[config.mk]
export PLATFORM = sky130hd
export DESIGN_NAME = acsp_core
export DESIGN_NICKNAME = d
export VERILOG_FILES = /design/src/core/acsp_pkg.sv /design/src/core/acsp_buf2.sv /design/src/core/acsp_core.sv /design/src/core/acsp_sync.sv
export VERILOG_INCLUDE_DIRS = /design/src /design/src/core
export SDC_FILE = /design/constraint.sdc
export NUM_CORES = 1
export LEC_CHECK = 0
export BUFFER_PORTS_ARGS = -buffer_cell sky130_fd_sc_hd__buf_2
export CAP_MARGIN = 20
export CORE_ASPECT_RATIO = 1.2
export CORE_MARGIN = 5
export CORE_UTILIZATION = 24
export DETAILED_ROUTE_END_ITERATION = 10
export PLACE_DENSITY = 0.44
export SYNTH_ARGS = -nofsm -noshare
export SYNTH_HDL_FRONTEND = slang
export SYNTH_HIERARCHICAL = 1
export SYNTH_SLANG_ARGS = --single-unit
[constraint.sdc]
create_clock -name ref_clk_i -period 6.1 [get_ports ref_clk_i]
set_input_delay 0.305 -clock ref_clk_i [delete_from_list [all_inputs] [get_ports ref_clk_i]]
set_output_delay 0.305 -clock ref_clk_i [all_outputs]
set_load 0.02 [all_outputs]
[src/core/acsp_params.svh]
// Purpose: Constants for the converter sequence select and parallel port
// Assumes: 250 MHz reference clock
// Notes:   Definitions only
`ifndef ACSP_PARAMS_SVH
`define ACSP_PARAMS_SVH

`define ACSP_NUM_CHAN        4
`define ACSP_RESULT_W        14
`define ACSP_MASK_W          4
`define ACSP_MASK_RESET      4'h0
`define ACSP_CONV_TICKS      16
`define ACSP_CLK_NS          4
`define ACSP_INT_TICK_NS     100
`define ACSP_INT_DIV         (`ACSP_INT_TICK_NS / `ACSP_CLK_NS)
`define ACSP_EOC_PULSE_CYC   2

`endif

[src/core/acsp_pkg.sv]
// Purpose: Types for the converter sequence select and parallel port
// Assumes: Used with acsp_params.svh
// Notes:   Types only
package acsp_pkg;
    typedef struct packed {
        logic [1:0]  chan;    // Channel index, 0 for channel 1
        logic [13:0] data;    // Coded conversion word
    } acsp_word_t;

    typedef enum logic [3:0] {
        ST_IDLE  = 4'b0001,
        ST_CONV  = 4'b0010,
        ST_EOC   = 4'b0100,
        ST_NEXT  = 4'b1000
    } acsp_state_t;
endpackage : acsp_pkg

[src/core/acsp_buf2.sv]
// Purpose: Two entry buffer with valid and ready on both sides
// Assumes: Single clock
// Notes:   Full and empty are exact
`timescale 1ns/100ps
`default_nettype none
module acsp_buf2
    import acsp_pkg::*;
#(
    parameter int DEPTH = 2
) (
    input  wire logic       ref_clk_i,
    input  wire logic       nrst_i,
    input  wire logic       in_valid_i,
    output logic            in_ready_o,
    input  wire acsp_word_t in_data_i,
    output logic            out_valid_o,
    input  wire logic       out_ready_i,
    output acsp_word_t      out_data_o
);
    localparam int AW = (DEPTH > 1) ? $clog2(DEPTH) : 1;
    acsp_word_t      mem_q [DEPTH];   // Storage array
    logic [AW-1:0]   wr_q;            // Write pointer
    logic [AW-1:0]   rd_q;            // Read pointer
    logic [AW:0]     cnt_q;           // Fill level
    wire             push = in_valid_i && in_ready_o;
    wire             pop  = out_valid_o && out_ready_i;

    assign in_ready_o  = (cnt_q != (AW+1)'(DEPTH));
    assign out_valid_o = (cnt_q != '0);
    assign out_data_o  = mem_q[rd_q];

    // Storage write, no reset needed on data
    always_ff @(posedge ref_clk_i) begin
        if (push) begin
            mem_q[wr_q] <= in_data_i;
        end
    end

    // Pointers and level
    always_ff @(posedge ref_clk_i or negedge nrst_i) begin
        if (!nrst_i) begin
            wr_q  <= '0;
            rd_q  <= '0;
            cnt_q <= '0;
        end else begin
            if (push) begin
                wr_q <= (wr_q == AW'(DEPTH-1)) ? '0 : wr_q + AW'(1);
            end
            if (pop) begin
                rd_q <= (rd_q == AW'(DEPTH-1)) ? '0 : rd_q + AW'(1);
            end
            cnt_q <= cnt_q + (AW+1)'(push) - (AW+1)'(pop);
        end
    end
endmodule // acsp_buf2
`default_nettype wire

[src/core/acsp_core.sv]
// Purpose: Sequence select, conversion sequencer and parallel port of a
//          four channel simultaneous sampling converter
// Assumes: All pins asynchronous, synchronised here; analog front end
//          supplies sample words through sample_data_i
// Notes:   Bracketed tags mark the logic of each rule but RQ19, which is left to the host
// Function
// RQ1 - Hardware mode: pin two includes channel 2
// RQ2 - Software mode ignores hardware select pins
// RQ3 - Pins three, four include channels 3, 4
// RQ4 - Select pin high includes its channel
// RQ5 - Select pin low excludes its channel
// RQ6 - Selector low: pins, internal clock only
// RQ7 - Selector high: mask, internal or external
// RQ8 - Standby low stops operation, saves power; here it only refuses a start while idle, a running sequence goes on
// RQ9 - 14-bit result word, bit 13 MSB
// RQ10 - Twos complement bipolar, binary unipolar
// RQ11 - Low four lines bidirectional for writes
// RQ12 - Host writes mask over low lines
// RQ13 - Mask bit 0 channel 1, bit 3 channel 4
// RQ14 - One low pulse per finished conversion
// RQ15 - Start rise holds, latches, starts sequence
// RQ16 - Write rise with select low, read high
// RQ17 - Busy high from start to last channel
// RQ18 - Outputs enabled while read, select low
// RQ19 - Host programs mask before first start
`include "acsp_params.svh"
`timescale 1ns/100ps
`default_nettype none
module acsp_core
    import acsp_pkg::*;
#(
    parameter int  CONV_TICKS = `ACSP_CONV_TICKS,   // Ticks per conversion
    parameter int  INT_DIV    = `ACSP_INT_DIV,      // Internal tick divider
    parameter bit  UNIPOLAR   = 1'b0                // Straight binary coding
) (
    input  wire logic        ref_clk_i,
    input  wire logic        nrst_i,
    // Pins
    input  wire logic        convert_start_i,
    input  wire logic        cs_n_i,
    input  wire logic        rd_n_i,
    input  wire logic        wr_n_i,
    input  wire logic        hw_sw_select_i,
    input  wire logic        standby_n_i,
    input  wire logic        clk_in_hw_chan1_include_i,
    input  wire logic        clock_source_select_hw_chan2_include_i,
    input  wire logic        hw_chan3_include_i,
    input  wire logic        hw_chan4_include_i,
    input  wire logic [3:0]  result_bus_low_i,
    output logic [13:0]      result_bus_o,
    output logic [13:0]      result_bus_oe_n_o,
    output logic             busy_o,
    output logic             eoc_n_o,
    output logic             first_result_flag_o,
    output logic             track_hold_hold_o,
    output logic             standby_o,
    // Analog side: raw offset binary sample per channel
    input  wire logic [55:0] sample_data_i
);

    //------------------------------------------------------------
    // Pin synchronisation
    //------------------------------------------------------------
    logic [9:0] pins_s;     // Synchronised pins, active low ones inverted
    // Inverted so the flops' reset value reads as idle: no read in reset
    acsp_sync #(.W(10)) u_sync (
        .ref_clk_i (ref_clk_i),
        .nrst_i    (nrst_i),
        .d_i       ({convert_start_i, ~cs_n_i, ~rd_n_i, ~wr_n_i, hw_sw_select_i,
                     ~standby_n_i, clk_in_hw_chan1_include_i,
                     clock_source_select_hw_chan2_include_i,
                     hw_chan3_include_i, hw_chan4_include_i}),
        .q_o       (pins_s)
    );
    // Low four lines carry their own sync stages
    logic [3:0] db_s;
    acsp_sync #(.W(4)) u_sync_db (
        .ref_clk_i (ref_clk_i),
        .nrst_i    (nrst_i),
        .d_i       (result_bus_low_i),
        .q_o       (db_s)
    );

    wire conv_s  = pins_s[9];   // Convert start
    wire cs_n_s  = !pins_s[8];  // Chip select
    wire rd_n_s  = !pins_s[7];  // Read strobe
    wire wr_n_s  = !pins_s[6];  // Write strobe
    wire sw_s    = pins_s[5];   // Hardware low, software high
    wire standby_n_s  = !pins_s[4];  // Standby, active low
    wire sl1_s   = pins_s[3];   // Select 1 or external clock
    wire sl2_s   = pins_s[2];   // Select 2 or clock source
    wire sl3_s   = pins_s[1];   // Select 3
    wire sl4_s   = pins_s[0];   // Select 4

    //------------------------------------------------------------
    // Edge detection
    //------------------------------------------------------------
    logic conv_d1_q;    // Previous convert start
    logic wr_d1_q;      // Previous write strobe
    logic ext_d1_q;     // Previous external clock
    always_ff @(posedge ref_clk_i or negedge nrst_i) begin
        if (!nrst_i) begin
            conv_d1_q <= 1'b0;
            wr_d1_q   <= 1'b1;
            ext_d1_q  <= 1'b0;
        end else begin
            conv_d1_q <= conv_s;
            wr_d1_q   <= wr_n_s;
            ext_d1_q  <= sl1_s;
        end
    end
    wire conv_rise = conv_s && !conv_d1_q;
    wire wr_rise   = wr_n_s && !wr_d1_q;
    wire ext_rise  = sl1_s && !ext_d1_q;
    wire active    = standby_n_s;                               // [RQ8]

    //------------------------------------------------------------
    // Channel mask register
    //------------------------------------------------------------
    logic [3:0] conversion_channel_mask_q;  // Bit n selects channel n+1
    // Strobe taken on write rise with select low, read high
    wire mask_load = wr_rise && !cs_n_s && rd_n_s;          // [RQ16]
    always_ff @(posedge ref_clk_i or negedge nrst_i) begin
        if (!nrst_i) begin
            conversion_channel_mask_q <= `ACSP_MASK_RESET;
        end else if (mask_load) begin
            conversion_channel_mask_q <= db_s;               // [RQ12] [RQ13] [RQ11]
        end
    end

    //------------------------------------------------------------
    // Sequence selection
    //------------------------------------------------------------
    // Pin high includes, low excludes; pins unused for selection in software mode
    wire [3:0] hw_sel = {sl4_s, sl3_s, sl2_s, sl1_s};       // [RQ1] [RQ3] [RQ4] [RQ5]
    wire [3:0] sel_now = sw_s ? conversion_channel_mask_q   // [RQ2] [RQ7]
                              : hw_sel;                      // [RQ6]
    // External clock only in software mode with source select high
    wire use_ext   = sw_s && sl2_s;                          // [RQ6] [RQ7]

    //------------------------------------------------------------
    // Conversion tick: internal divider or external clock edge
    //------------------------------------------------------------
    logic [$clog2(INT_DIV+1)-1:0] div_q;   // Internal divider
    wire int_tick = (div_q == '0);
    always_ff @(posedge ref_clk_i or negedge nrst_i) begin
        if (!nrst_i) begin
            div_q <= '0;
        end else begin
            div_q <= int_tick ? ($bits(div_q))'(INT_DIV - 1) : div_q - 1'b1;
        end
    end

    //------------------------------------------------------------
    // Sequencer
    //------------------------------------------------------------
    acsp_state_t state_q;          // Sequencer state
    logic [3:0]  seq_q;            // Latched channels still to convert
    logic [1:0]  chan_q;           // Channel in conversion
    logic [4:0]  tick_q;           // Ticks left in conversion
    logic [1:0]  eoc_cnt_q;        // End pulse width counter
    logic        use_ext_q;        // Clock source latched at start
    logic [55:0] hold_q;           // Held samples
    logic        first_done_q;     // Word on the bus is from channel 1
    // Tick source follows the clock choice latched at start
    wire tick = use_ext_q ? ext_rise : int_tick;

    // Lowest remaining channel goes first
    wire [1:0] next_chan = seq_q[0] ? 2'd0 : seq_q[1] ? 2'd1 :
                           seq_q[2] ? 2'd2 : 2'd3;
    wire       seq_empty = (seq_q == '0);

    // Output coding: flip MSB for twos complement
    wire [13:0] raw_word = hold_q[chan_q*14 +: 14];
    wire [13:0] coded    = UNIPOLAR ? raw_word                      // [RQ10]
                                    : {~raw_word[13], raw_word[12:0]};
    acsp_word_t push_word;
    assign push_word.chan = chan_q;
    assign push_word.data = coded;
    logic push_v;
    logic push_rdy;

    always_ff @(posedge ref_clk_i or negedge nrst_i) begin
        if (!nrst_i) begin
            state_q      <= ST_IDLE;
            seq_q        <= '0;
            chan_q       <= '0;
            tick_q       <= '0;
            eoc_cnt_q    <= '0;
            use_ext_q    <= 1'b0;
            hold_q       <= '0;
        end else begin
            unique case (state_q)
                ST_IDLE: begin
                    // Start rise: hold inputs, latch selection
                    if (conv_rise && active && sel_now != '0) begin
                        hold_q    <= sample_data_i;            // [RQ15]
                        seq_q     <= sel_now;                  // [RQ15]
                        use_ext_q <= use_ext;
                        state_q   <= ST_NEXT;
                    end
                end
                ST_NEXT: begin
                    if (seq_empty) begin
                        state_q <= ST_IDLE;
                    end else begin
                        chan_q  <= next_chan;
                        seq_q[next_chan] <= 1'b0;
                        tick_q  <= 5'(CONV_TICKS);
                        state_q <= ST_CONV;
                    end
                end
                ST_CONV: begin
                    // Stall on full buffer so no word is lost
                    if (tick && tick_q != '0) begin
                        tick_q <= tick_q - 5'd1;
                    end else if (tick_q == '0 && push_rdy) begin
                        eoc_cnt_q <= 2'(`ACSP_EOC_PULSE_CYC);
                        state_q   <= ST_EOC;
                    end
                end
                ST_EOC: begin
                    if (eoc_cnt_q == 2'd1) begin
                        state_q <= ST_NEXT;
                    end
                    eoc_cnt_q <= eoc_cnt_q - 2'd1;
                end
            endcase
        end
    end
    assign push_v = (state_q == ST_CONV) && (tick_q == '0);

    // Busy from start until last selected channel done
    assign busy_o = (state_q != ST_IDLE);                       // [RQ17]
    assign track_hold_hold_o = busy_o;                          // [RQ15]
    assign eoc_n_o = (state_q != ST_EOC);                       // [RQ14]
    assign standby_o = !active;                                 // [RQ8]

    //------------------------------------------------------------
    // Result buffer
    //------------------------------------------------------------
    acsp_word_t out_word;
    logic       out_v;
    wire        rd_active = !cs_n_s && !rd_n_s;
    logic       rd_d1_q;                   // Previous read enable
    wire        rd_end = rd_d1_q && !rd_active;
    acsp_buf2 #(.DEPTH(2)) u_buf (
        .ref_clk_i   (ref_clk_i),
        .nrst_i      (nrst_i),
        .in_valid_i  (push_v),
        .in_ready_o  (push_rdy),
        .in_data_i   (push_word),
        .out_valid_o (out_v),
        .out_ready_i (rd_end),
        .out_data_o  (out_word)
    );

    //------------------------------------------------------------
    // Read port: registered data, drivers on during read
    //------------------------------------------------------------
    logic [13:0] rd_data_q;   // Word on the bus
    logic        first_q;     // Word belongs to channel 1
    always_ff @(posedge ref_clk_i or negedge nrst_i) begin
        if (!nrst_i) begin
            rd_d1_q   <= 1'b0;
            rd_data_q <= '0;
            first_q   <= 1'b0;
        end else begin
            rd_d1_q   <= rd_active;
            rd_data_q <= out_v ? out_word.data : '0;           // [RQ9]
            first_q   <= out_v && (out_word.chan == 2'd0);
        end
    end
    assign first_done_q = first_q;
    assign result_bus_o = rd_data_q;                            // [RQ9]
    // Enable low while driving; write strobe high assumed in reads
    assign result_bus_oe_n_o = {14{!(rd_active && wr_n_s)}};   // [RQ18] [RQ11]
    assign first_result_flag_o = first_done_q;
endmodule // acsp_core
`default_nettype wire

[src/core/acsp_sync.sv]
// Purpose: Two flop synchroniser for a bus of pin inputs
// Assumes: Inputs asynchronous to ref_clk_i
// Notes:   First stage feeds only the second
`timescale 1ns/100ps
`default_nettype none
module acsp_sync #(
    parameter int W = 1
) (
    input  wire logic         ref_clk_i,
    input  wire logic         nrst_i,
    input  wire logic [W-1:0] d_i,
    output logic      [W-1:0] q_o
);
    logic [W-1:0] meta_q; // First stage, read only by second

    // Two stage capture
    always_ff @(posedge ref_clk_i or negedge nrst_i) begin
        if (!nrst_i) begin
            meta_q <= '0;
            q_o    <= '0;
        end else begin
            meta_q <= d_i;
            q_o    <= meta_q;
        end
    end
endmodule // acsp_sync
`default_nettype wire

---- Word-level counts from Yosys, hierarchy flattened ----
Memory sizes are Yosys's and may differ from the RTL's.
Index checks and enable logic that the tools add are counted.
cells by class
  bitwise operators ....................... 8
  shift-type cells ........................ 1
  multiply operators ...................... 1
  reduce and logical (&&, ||, !) cells .... 42
  muxes and demuxes ....................... 28
  add/subtract/negate cells ............... 7
  magnitude comparators ................... 2
  equal/unequal tests ..................... 14
operator list
  kind                                                                    count
  56-bit by 7-bit indexed part select with 14-bit output                  1
  4-bit two-way mux                                                       7
  1-bit logical AND                                                       18
  4-bit case mux with 4 select lines                                      1
  5-bit two-way mux                                                       3
  14-bit two-way mux                                                      1
  2-bit != test (second input constant)                                   7
  5-bit logical NOT                                                       2
  2-bit two-way mux                                                       5
  5-bit case mux with 2 select lines                                      1
  5-bit by 1-bit subtractor with 5-bit output (second input constant)     2
  3-bit AND reduction                                                     3
  1-bit logical NOT                                                       8
  4-bit case mux with 2 select lines                                      1
  2-bit nonzero test                                                      4
  1-bit two-way mux                                                       7
  1-bit NOT                                                               6
  2-bit by 3-bit multiplier with 5-bit output (second input constant)     1
  5-bit nonzero test                                                      1
  4-bit bitwise AND                                                       1
  4-bit by 1-bit equality test with 1-bit output (second input constant)  1
  4-bit by 2-bit equality test with 1-bit output (second input constant)  1
  4-bit by 3-bit equality test with 1-bit output (second input constant)  1
  4-bit equality test (second input constant)                             1
  other kinds (17)                                                        19
word-level totals
  register bits after elaboration ......... 134
  output and inout bits ................... 33
  bits in writable memories ............... 32
  bits of input ports ..................... 72
  memories kept ........................... 1
memory list
  memory       depth  bits a word  rd ports  clocked after memory_dff  write ports  line             source
  u_buf.mem_q  2      16           1         0                         1            acsp_buf2.sv:21  acsp_word_t mem_q [DEPTH];

---- Depth between registers and ports, before layout ----
Gate-level depths: netlist of the first run.
  word-level depth ........................ 11
  gate-level depth with buffers ........... 9
  gate-level depth less buffers ........... 9

---- By module ----
Netlist of the first run, hierarchy kept.
modules (own cells, without submodules)
  module                 cells an instance  times used  area each (um^2)  sequential area each (um^2)
  acsp_core              330                1           4918.5            2555.0
  acsp_buf2              72                 1           1376.3            1061.0
  acsp_sync (u_sync)     20                 1           500.5             500.5
  acsp_sync (u_sync_db)  8                  1           200.2             200.2

---- Worst setup path after synthesis of the first run ----
OpenSTA, ideal clock, no wires.
  kind .................................... register to register
  from .................................... register tick_q[0]
  to ...................................... memory u_buf/mem_q[0][0] in the netlist's numbering (enable)
  cell stages (with the launch flop) ...... 7
  arrival time ............................ 2290 ps
  path slack .............................. 3422 ps
  buffers on the path ..................... 0
  library setup time ...................... 388 ps
  required time ........................... 5712 ps
  cells stage by stage .................... dfrtp_1 inv_1 ha_1 nor4b_1 and2_1 nand2_1 nor2_1
between the ends
  longest elaborated chain between the ends .. 5
ends and longest elaborated chain
  element                                  line              source
  from (decl)                              acsp_core.sv:160  logic [4:0] tick_q;
  from (signal assigned)                   acsp_core.sv:209  tick_q <= 5'(CONV_TICKS);
  from (signal assigned)                   acsp_core.sv:216  tick_q <= tick_q - 5'd1;
  5-bit logical NOT                        acsp_core.sv:231  assign push_v = (state_q == ST_CONV) && (tick_q == '0);
  1-bit logical AND                        acsp_core.sv:231
  via push_v                               acsp_core.sv:180  logic push_v;
  1-bit logical AND                        acsp_buf2.sv:25   wire push = in_valid_i && in_ready_o;
  1-bit two-way mux                        acsp_buf2.sv:34   if (push) begin
  1-bit two-way mux (not written as such)  acsp_buf2.sv:35   mem_q[wr_q] <= in_data_i;
  to (decl)                                acsp_buf2.sv:21
The timed path passes the listed nets, and every way through them passes these cells.

---- Worst setup path in the final report of the first run ----
  from .................................... register tick_q[0]
  to ...................................... memory u_buf/mem_q[0][12] in the netlist's numbering (enable)
Same word-level chain as after synthesis.

==> impl_results.md, run 1 <==
- Post-synth top area cell: dfrtp_1
- DRT Pass-1 Iters: 4
- Largest net degree at the start of global routing: 76
- Tightest Hold Check Type: in2reg
- EDFF count, synth: 32
- Gr ovfl total: 0
- FMAX: 344 MHz
- Area of the multi-input gates: ~2300 sq um
- CTS sink count: 166
- Seq/Total Area, Yosys: 61.7%
- Worst hold path depth: 2
- H-tree levels: 4
- Largest cells by area after synthesis: dfrtp_1 (47%), edfxtp_1 (14%), mux2_4 (12%), mux4_2 (4.5%), mux2_2 (3.7%)
- Top delay family on crit path: simple AND/OR/NAND/NOR gates
- Diode count: 0
- Post-layout min period: 2900 ps
- CTS Buf Count: 17
- Max-slew headroom: 39.0%
- RSZ-0062 raised after global routing: false
- Critical path depth in cells: 6
- Top FF cell, synth: dfrtp_1
- Number of global-route vias before repair: 4,122
- Synth warn: 6
- Worst skew pair latency: about 420 ps
- Slowest CP cell: nor4b_1
- Pwr per Cell Area: 438 nW/um^2
- Critical hold path startpoint: wr_n_i
- Initial core utilization: 24.3%
- Die W: 166 microns
- # rows: 68
- Leak: 3.67 nW
- Synthesis-to-layout area growth: 21.4%
- First-pass GRT wire length: 22.9 mm
- Tot GR Track Use: 8.95%
- Final worst-path cycle share: 47.6%
- Async S/R FF share, synth: 80.7%
- Most common cell in the netlist: dfrtp_1
- Routed WL: 14.4 mm
- Final setup vio count: 0
- Clock Path Buffers: 2
- Critical path class: reg2reg
- Setup TNS Final: 0 ps
- CP Cell Sequence: inv_1, ha_1, nor4b_1, and2_1, nand2_1, nor2_2
- Chip Height: between 150 and 200 microns
- Peak VDD IR: 0.152 mV
- Reg2reg path depth: 6
- Critical path's largest stage delay: between 700 and 800 ps
- Max-Cap Viols: 0
- Die footprint: 32,700 sq um
- DPL Wire Length: 10.3 mm
- Critical R2R Launch: tick_q[0]
- Layout cells sized above 1: roughly 45%
- WP buf/inv: 1
- Resized Gates After CTS: 0
- Mapped Cells: 430
- Remaining antenna violation count: 0
- Syn_area_per_cell: between 15 and 20 sq um
- Slew @ Worst Pin: around 900 ps
- Max-slew violation count: 0
- CP Data Required Time: 6150 ps
- Syn_nets: 506
- Place WS: slightly above 3000 ps
- Core Area: 28,800 sq um
- Via Count: between 3,000 and 4,000
- Port bufs: between 100 and 150
- Antenna violations before repair: 0
- Top cell type's share of synthesized area: 47.2%
- Clock-pin slew on the worst setup and hold paths: 70 ps
- Setup crit end kind: register
- Post-synth top cells: dfrtp_1 (132), mux2_4 (56), edfxtp_1 (32)
- Critical path arrival: approximately 3000 ps
- Register bit total from synthesis: 166
- FF+latch area: 4320 sq um
- Critical path origin: tick_q[0]
- Status: completed
- Reg2reg setup slack: 3200 ps
- Yosys cell types: 57
- Worst Path Max Fanout: 16
- Count of final hold-check violations: 0
- Via density: approximately 4
- CTS root buf: clkbuf_16
- Detailed router's first-iteration violation count: 160
- DRC violations left: 0
- Mapped Area: 7000 sq um
- R2r endpoint: u_buf/mem_q[0][12]
- Drt wl/cell: 15.3 microns
- GP Congestion: 0.767
- Fillers: 2,920
- Clk_skew: between 10 and 15 ps
- # IOs: ~110
- CP Launch Type: register
- Critical path capture point: u_buf/mem_q[0][12]
- Crit path setup slack, layout: 3200 ps
- CTS tree: done
- Layout Nets: 617
[routing by layer]
layer / wire (microns) / GRT usage [%]
met2: 7220 / 14.9
met3: 513 / 2.48
met1: 6410 / 11.3
met4: 252 / 3.15
met5: 0 / 0
[how the worst min path moves through the flow]
stage                             to  slack, ps
floorplan                  chan_q[0]          9
global placement     result_bus_o[0]        310
detailed placement   result_bus_o[1]        320
CTS                 u_sync/meta_q[6]          4
global route        u_sync/meta_q[6]          2
finish              u_sync/meta_q[6]         20
[cell families after synthesis]
kind of cell    Yosys count  share of synthesized area [%]
fa+ha+maj                 4                          0.715
buf+inv                  49                           5.29
simple gates             78                           7.24
mux                      98                           21.0
flops                   166                           61.7
compound gates           31                           3.52
xor+xnor                  4                          0.501
[stage by stage]
| step | cell area, sq um | total power (W) | hold WS [ps] | cells | util, % |
|---|---|---|---|---|---|
| after detailed placement | 7730 | 0.00270 | 322 | 892 | 26.9 |
| after global placement | 7730 | 0.00267 | 306 | 892 | 26.9 |
| after CTS | 8460 | 0.00379 | 4.00 | 938 | 29.4 |
| after floorplan | 7000 | 0.00240 | 9.41 | 430 | - |
| final | 8490 | 0.00372 | 24.3 | 939 | 29.5 |
| after global routing | 8490 | 0.00395 | 1.58 | 939 | 29.5 |
[what timing repair did]
action / 4_1_cts / 5_1_grt
hold endpoints to repair: 72 / 0
buffers inserted: 0 / 0
hold buffers: 14 / 0
[cell usage in the layout (no fill, tap or decap), types with 4 or more instances in the layout]
| master | Yosys | final |
|---|---|---|
| a21oi_1 | 4 | 4 |
| and2_1 | 16 | 16 |
| buf_2 | 4 | 103 |
| buf_4 | 14 | 4 |
| clkbuf_16 | 0 | 17 |
| dfrtp_1 | 132 | 132 |
| dlygate4sd3_1 | 0 | 14 |
| edfxtp_1 | 32 | 32 |
| ha_1 | 4 | 4 |
| inv_1 | 18 | 18 |
| inv_8 | 0 | 6 |
| mux2_2 | 23 | 23 |
| mux2_4 | 56 | 56 |
| mux4_2 | 14 | 14 |
| nand2_1 | 10 | 10 |
| nand2b_1 | 4 | 4 |
| nand3_1 | 7 | 7 |
| nor2_1 | 10 | 9 |
| o21ai_0 | 6 | 6 |
| xnor2_1 | 4 | 4 |
[registers in the layout (all words and copies together), names as in the netlist, 4 cells and up]
name                       count
u_sync/q_o                    10
conversion_channel_mask_q      4
div_q                          5
tick_q                         5
u_sync_db/meta_q               4
u_buf/mem_q                   32
u_sync/meta_q                 10
result_bus_o                  14
state_q                        4
seq_q                          4
u_sync_db/q_o                  4
hold_q                        56
[final cells by class]
type	count	share of cell area, %
sequential	166	50.8
multi-input combinational	215	27.2
timing repair buffer	123	8.53
tap	385	5.67
clock buffer	18	5.17
clock inverter	14	1.77
inverter	18	0.796
[where the power goes]
group,total (W),internal [W],switching [W]
clock,0.00105,0.000560,0.000495
combinational,0.000990,0.000571,0.000419
sequential,0.00167,0.00146,0.000215
total,0.00372,0.00259,0.00113
[worst reg2reg max path: cells and delay by family, from the launching register on]
kind | cells | cell delay [ps]
buffers and inverters | 1 | 100
adder cells (fa/ha/maj) | 1 | 210
flip-flops | 1 | 370
AND/OR/NAND/NOR | 4 | 1860
No activity file was read; power rests on OpenSTA's default activity.
==> run 2: changes to the inputs <==
--- a/config.mk
+++ b/config.mk
@@ -12,7 +12,7 @@
 export CORE_MARGIN = 5
 export CORE_UTILIZATION = 24
 export DETAILED_ROUTE_END_ITERATION = 10
-export PLACE_DENSITY = 0.44
+export PLACE_DENSITY = 0.46
 export SYNTH_ARGS = -nofsm -noshare
 export SYNTH_HDL_FRONTEND = slang
 export SYNTH_HIERARCHICAL = 1
==> constraint.sdc (replaced) <==
create_clock -name ref_clk_i -period 2.66 [get_ports ref_clk_i]
set_input_delay 0.133 -clock ref_clk_i [delete_from_list [all_inputs] [get_ports ref_clk_i]]
set_output_delay 0.133 -clock ref_clk_i [all_outputs]
set_load 0.02 [all_outputs]
==> run 2 against run 1 <==
Net effect:
- combinational power is 140% higher
- global-route usage is 0.69 points higher
- flip-flop and latch count stayed put
- power is 130% higher
- critical path depth stayed put
- sequential power is 130% higher
- non-clock buffer count is 64 higher
- first-iteration DRC count is 14% higher
- setup slack worse by 2700 ps
- register-to-register slack worse by 2700 ps
- die area stayed put
- critical path type unchanged
- largest cell class unchanged
==> impl_results.md, run 2 (synthesized netlist as in run 1, its figures left out) <==
- # rows: 68 (unchanged)
- # IOs: 105 (unchanged)
- R2r endpoint: tick_q[4] (was u_buf/mem_q[0][12])
- Detailed router's first-iteration violation count: 182 (was 160)
- DRT Pass-1 Iters: 4 (unchanged)
- Setup crit end kind: register (unchanged)
- Slew @ Worst Pin: 905 ps (was 902 ps)
- Critical path arrival: 2440 ps (was 2950 ps)
- Routed WL: 15.3 mm (was 14.4 mm)
- Synthesis-to-layout area growth: 29.9% (was 21.4%)
- Reg2reg setup slack: 530 ps (was 3200 ps)
- Gr ovfl total: 0 (unchanged)
- CTS sink count: 166 (unchanged)
- Pwr per Cell Area: 940 nW/um^2 (was 438 nW/um^2)
- Max-slew violation count: 0 (unchanged)
- Clk_skew: 6.53 ps (was 13.1 ps)
- Tot GR Track Use: 9.63% (was 8.95%)
- Max-slew headroom: 39.7% (was 39.0%)
- Layout Nets: 681 (was 617)
- Final worst-path cycle share: 80.2% (was 47.6%)
- Leak: 3.93 nW (was 3.67 nW)
- Clock-pin slew on the worst setup and hold paths: 70 ps (about the same)
- Remaining antenna violation count: 0 (unchanged)
- Commonest non-fill, non-tap cell in the layout: dfrtp_1 (unchanged)
- First-pass GRT wire length: 24.9 mm (was 22.9 mm)
- Die footprint: 32,700 sq um (unchanged)
- Layout cells sized above 1: 41.7% (was 45.5%)
- CTS root buf: clkbuf_16 (unchanged)
- Tightest Hold Check Type: in2async (was in2reg)
- DRC violations left: 0 (unchanged)
- Port bufs: 104 (unchanged)
- Place WS: 537 ps (was 3120 ps)
- Initial core utilization: 24.3% (unchanged)
- Largest net degree at the start of global routing: 94 (was 76)
- Critical path class: reg2reg (unchanged)
- Core Area: 28,800 sq um (unchanged)
- Count of final hold-check violations: 0 (unchanged)
- Via Count: 4,037 (was 3,738)
- CP Data Required Time: 2960 ps (was 6150 ps)
- Critical path's largest stage delay: 460 ps (was 740 ps)
- RSZ-0062 raised after global routing: false (unchanged)
- Drt wl/cell: 15.2 microns (was 15.3 microns)
- CTS tree: done (unchanged)
- CTS Buf Count: 17 (unchanged)
- Crit path setup slack, layout: 527 ps (was 3200 ps)
- Top reg by flops: hold_q (unchanged)
- Die W: 166 microns (unchanged)
- Setup TNS Final: 0 ps (unchanged)
- H-tree levels: 4 (unchanged)
- Status: completed (unchanged)
- CP Cell Sequence: inv_1, ha_1, nor4b_2, a21oi_1, or3b_1, o32a_1 (was inv_1, ha_1, nor4b_1, and2_1, nand2_1, nor2_2)
- Commonest non-fill, non-tap cells in the layout: dfrtp_1 (132), buf_2 (103), dlygate4sd3_1 (71) (was dfrtp_1 (132), buf_2 (103), mux2_4 (56))
- Post-layout min period: 2130 ps (was 2900 ps)
- Reg2reg path depth: 6 (unchanged)
- Clock Path Buffers: 2 (unchanged)
- Number of flip-flops in the largest register: 56 (unchanged)
- Peak VDD IR: 0.378 mV (was 0.152 mV)
- Worst skew pair latency: 420 ps (about the same)
- FMAX: 469 MHz (was 344 MHz)
- Resized Gates After CTS: 0 (unchanged)
- Number of global-route vias before repair: 4,568 (was 4,122)
- Fillers: 2,897 (was 2,920)
- Max-Cap Viols: 0 (unchanged)
- Via density: 4.02 (was 3.98)
- Chip Height: 197 microns (unchanged)
- Antenna violations before repair: 0 (unchanged)
- Final setup vio count: 0 (unchanged)
- Worst Path Max Fanout: 6 (was 16)
- DPL Wire Length: 10.3 mm (about the same)
- CP Launch Type: register (unchanged)
- Critical R2R Launch: div_q[0] (was tick_q[0])
- GP Congestion: 0.765 (was 0.767)
- Slowest CP cell: or3b_1 (was nor4b_1)
## run 2: cell types whose count changed in the layout (fill, tap and decap cells not counted)
cell,change
clkbuf_1,+1
clkinv_8,-2
buf_4,+5
buf_12,+3
clkinv_2,+3
clkbuf_8,-1
inv_6,+3
buf_16,-1
dlygate4sd3_1,+57
diode_2,+1
inv_8,-4
## run 2: stage by stage
stage | instances | hold WS [ps] | util, % | area, sq um | power, W
4_1_cts | 1003 | 328 | 31.6 | 9080 | 0.00869
6_report | 1004 | 346 | 31.6 | 9090 | 0.00854
2_1_floorplan | 430 | -163 | - | 7000 | 0.00551
3_5_place_dp | 900 | 243 | 27.2 | 7830 | 0.00626
5_1_grt | 1003 | 329 | 31.6 | 9080 | 0.00907
3_3_place_gp | 900 | 241 | 27.2 | 7830 | 0.00619
## run 2: worst max-delay path by stage
stage               startpoint           endpoint  slack [ps]  cells past startpoint
floorplan            tick_q[0]  u_buf/mem_q[0][0]         230                      6
global placement    state_q[0]         hold_q[32]         540                      5
detailed placement    div_q[0]          tick_q[4]         540                      6
CTS                   div_q[0]          tick_q[4]         520                      6
global route          div_q[1]          tick_q[4]         340                      6
finish                div_q[0]          tick_q[4]         530                      6
## run 2: timing repair
item,CTS,global route
hold endpoints to repair,160,0
hold buffers,71,0
buffers inserted,0,0
## run 2: layout make-up
type / count / area [sq um] / share of cell area, %
flip-flops and latches: 166 / 4320 / 47.5
multi-input cells: 215 / 2310 / 25.4
repair buffers: 187 / 1370 / 15.0
well taps: 385 / 482 / 5.30
clock buffers: 18 / 429 / 4.72
clock inverters: 14 / 114 / 1.25
inverters: 18 / 67.6 / 0.743
diodes: 1 / 2.50 / 0.0275
## run 2: critical path: cells and delay by family, from the launching register on
family                     cells  cell delay (ps)
buffers and inverters          1               90
DFF                            1              400
and+or+nand+nor                2              780
adders and majority gates      1              220
AOI/OAI and AO/OA              2              540
## run 2: power by group
part	total [W]	internal [W]	switching, W
Clock	0.00229	0.00122	0.00107
Sequential	0.00383	0.00334	0.000485
Combinational	0.00242	0.00141	0.00101
## run 2: metal layers
layer	routed length, microns	GRT usage [%]	vias up
met5	0	0	-
met4	448	4.19	0
met3	511	2.32	28
met2	8040	16.6	92
met1	6260	11.5	2037
li1	-	-	1880
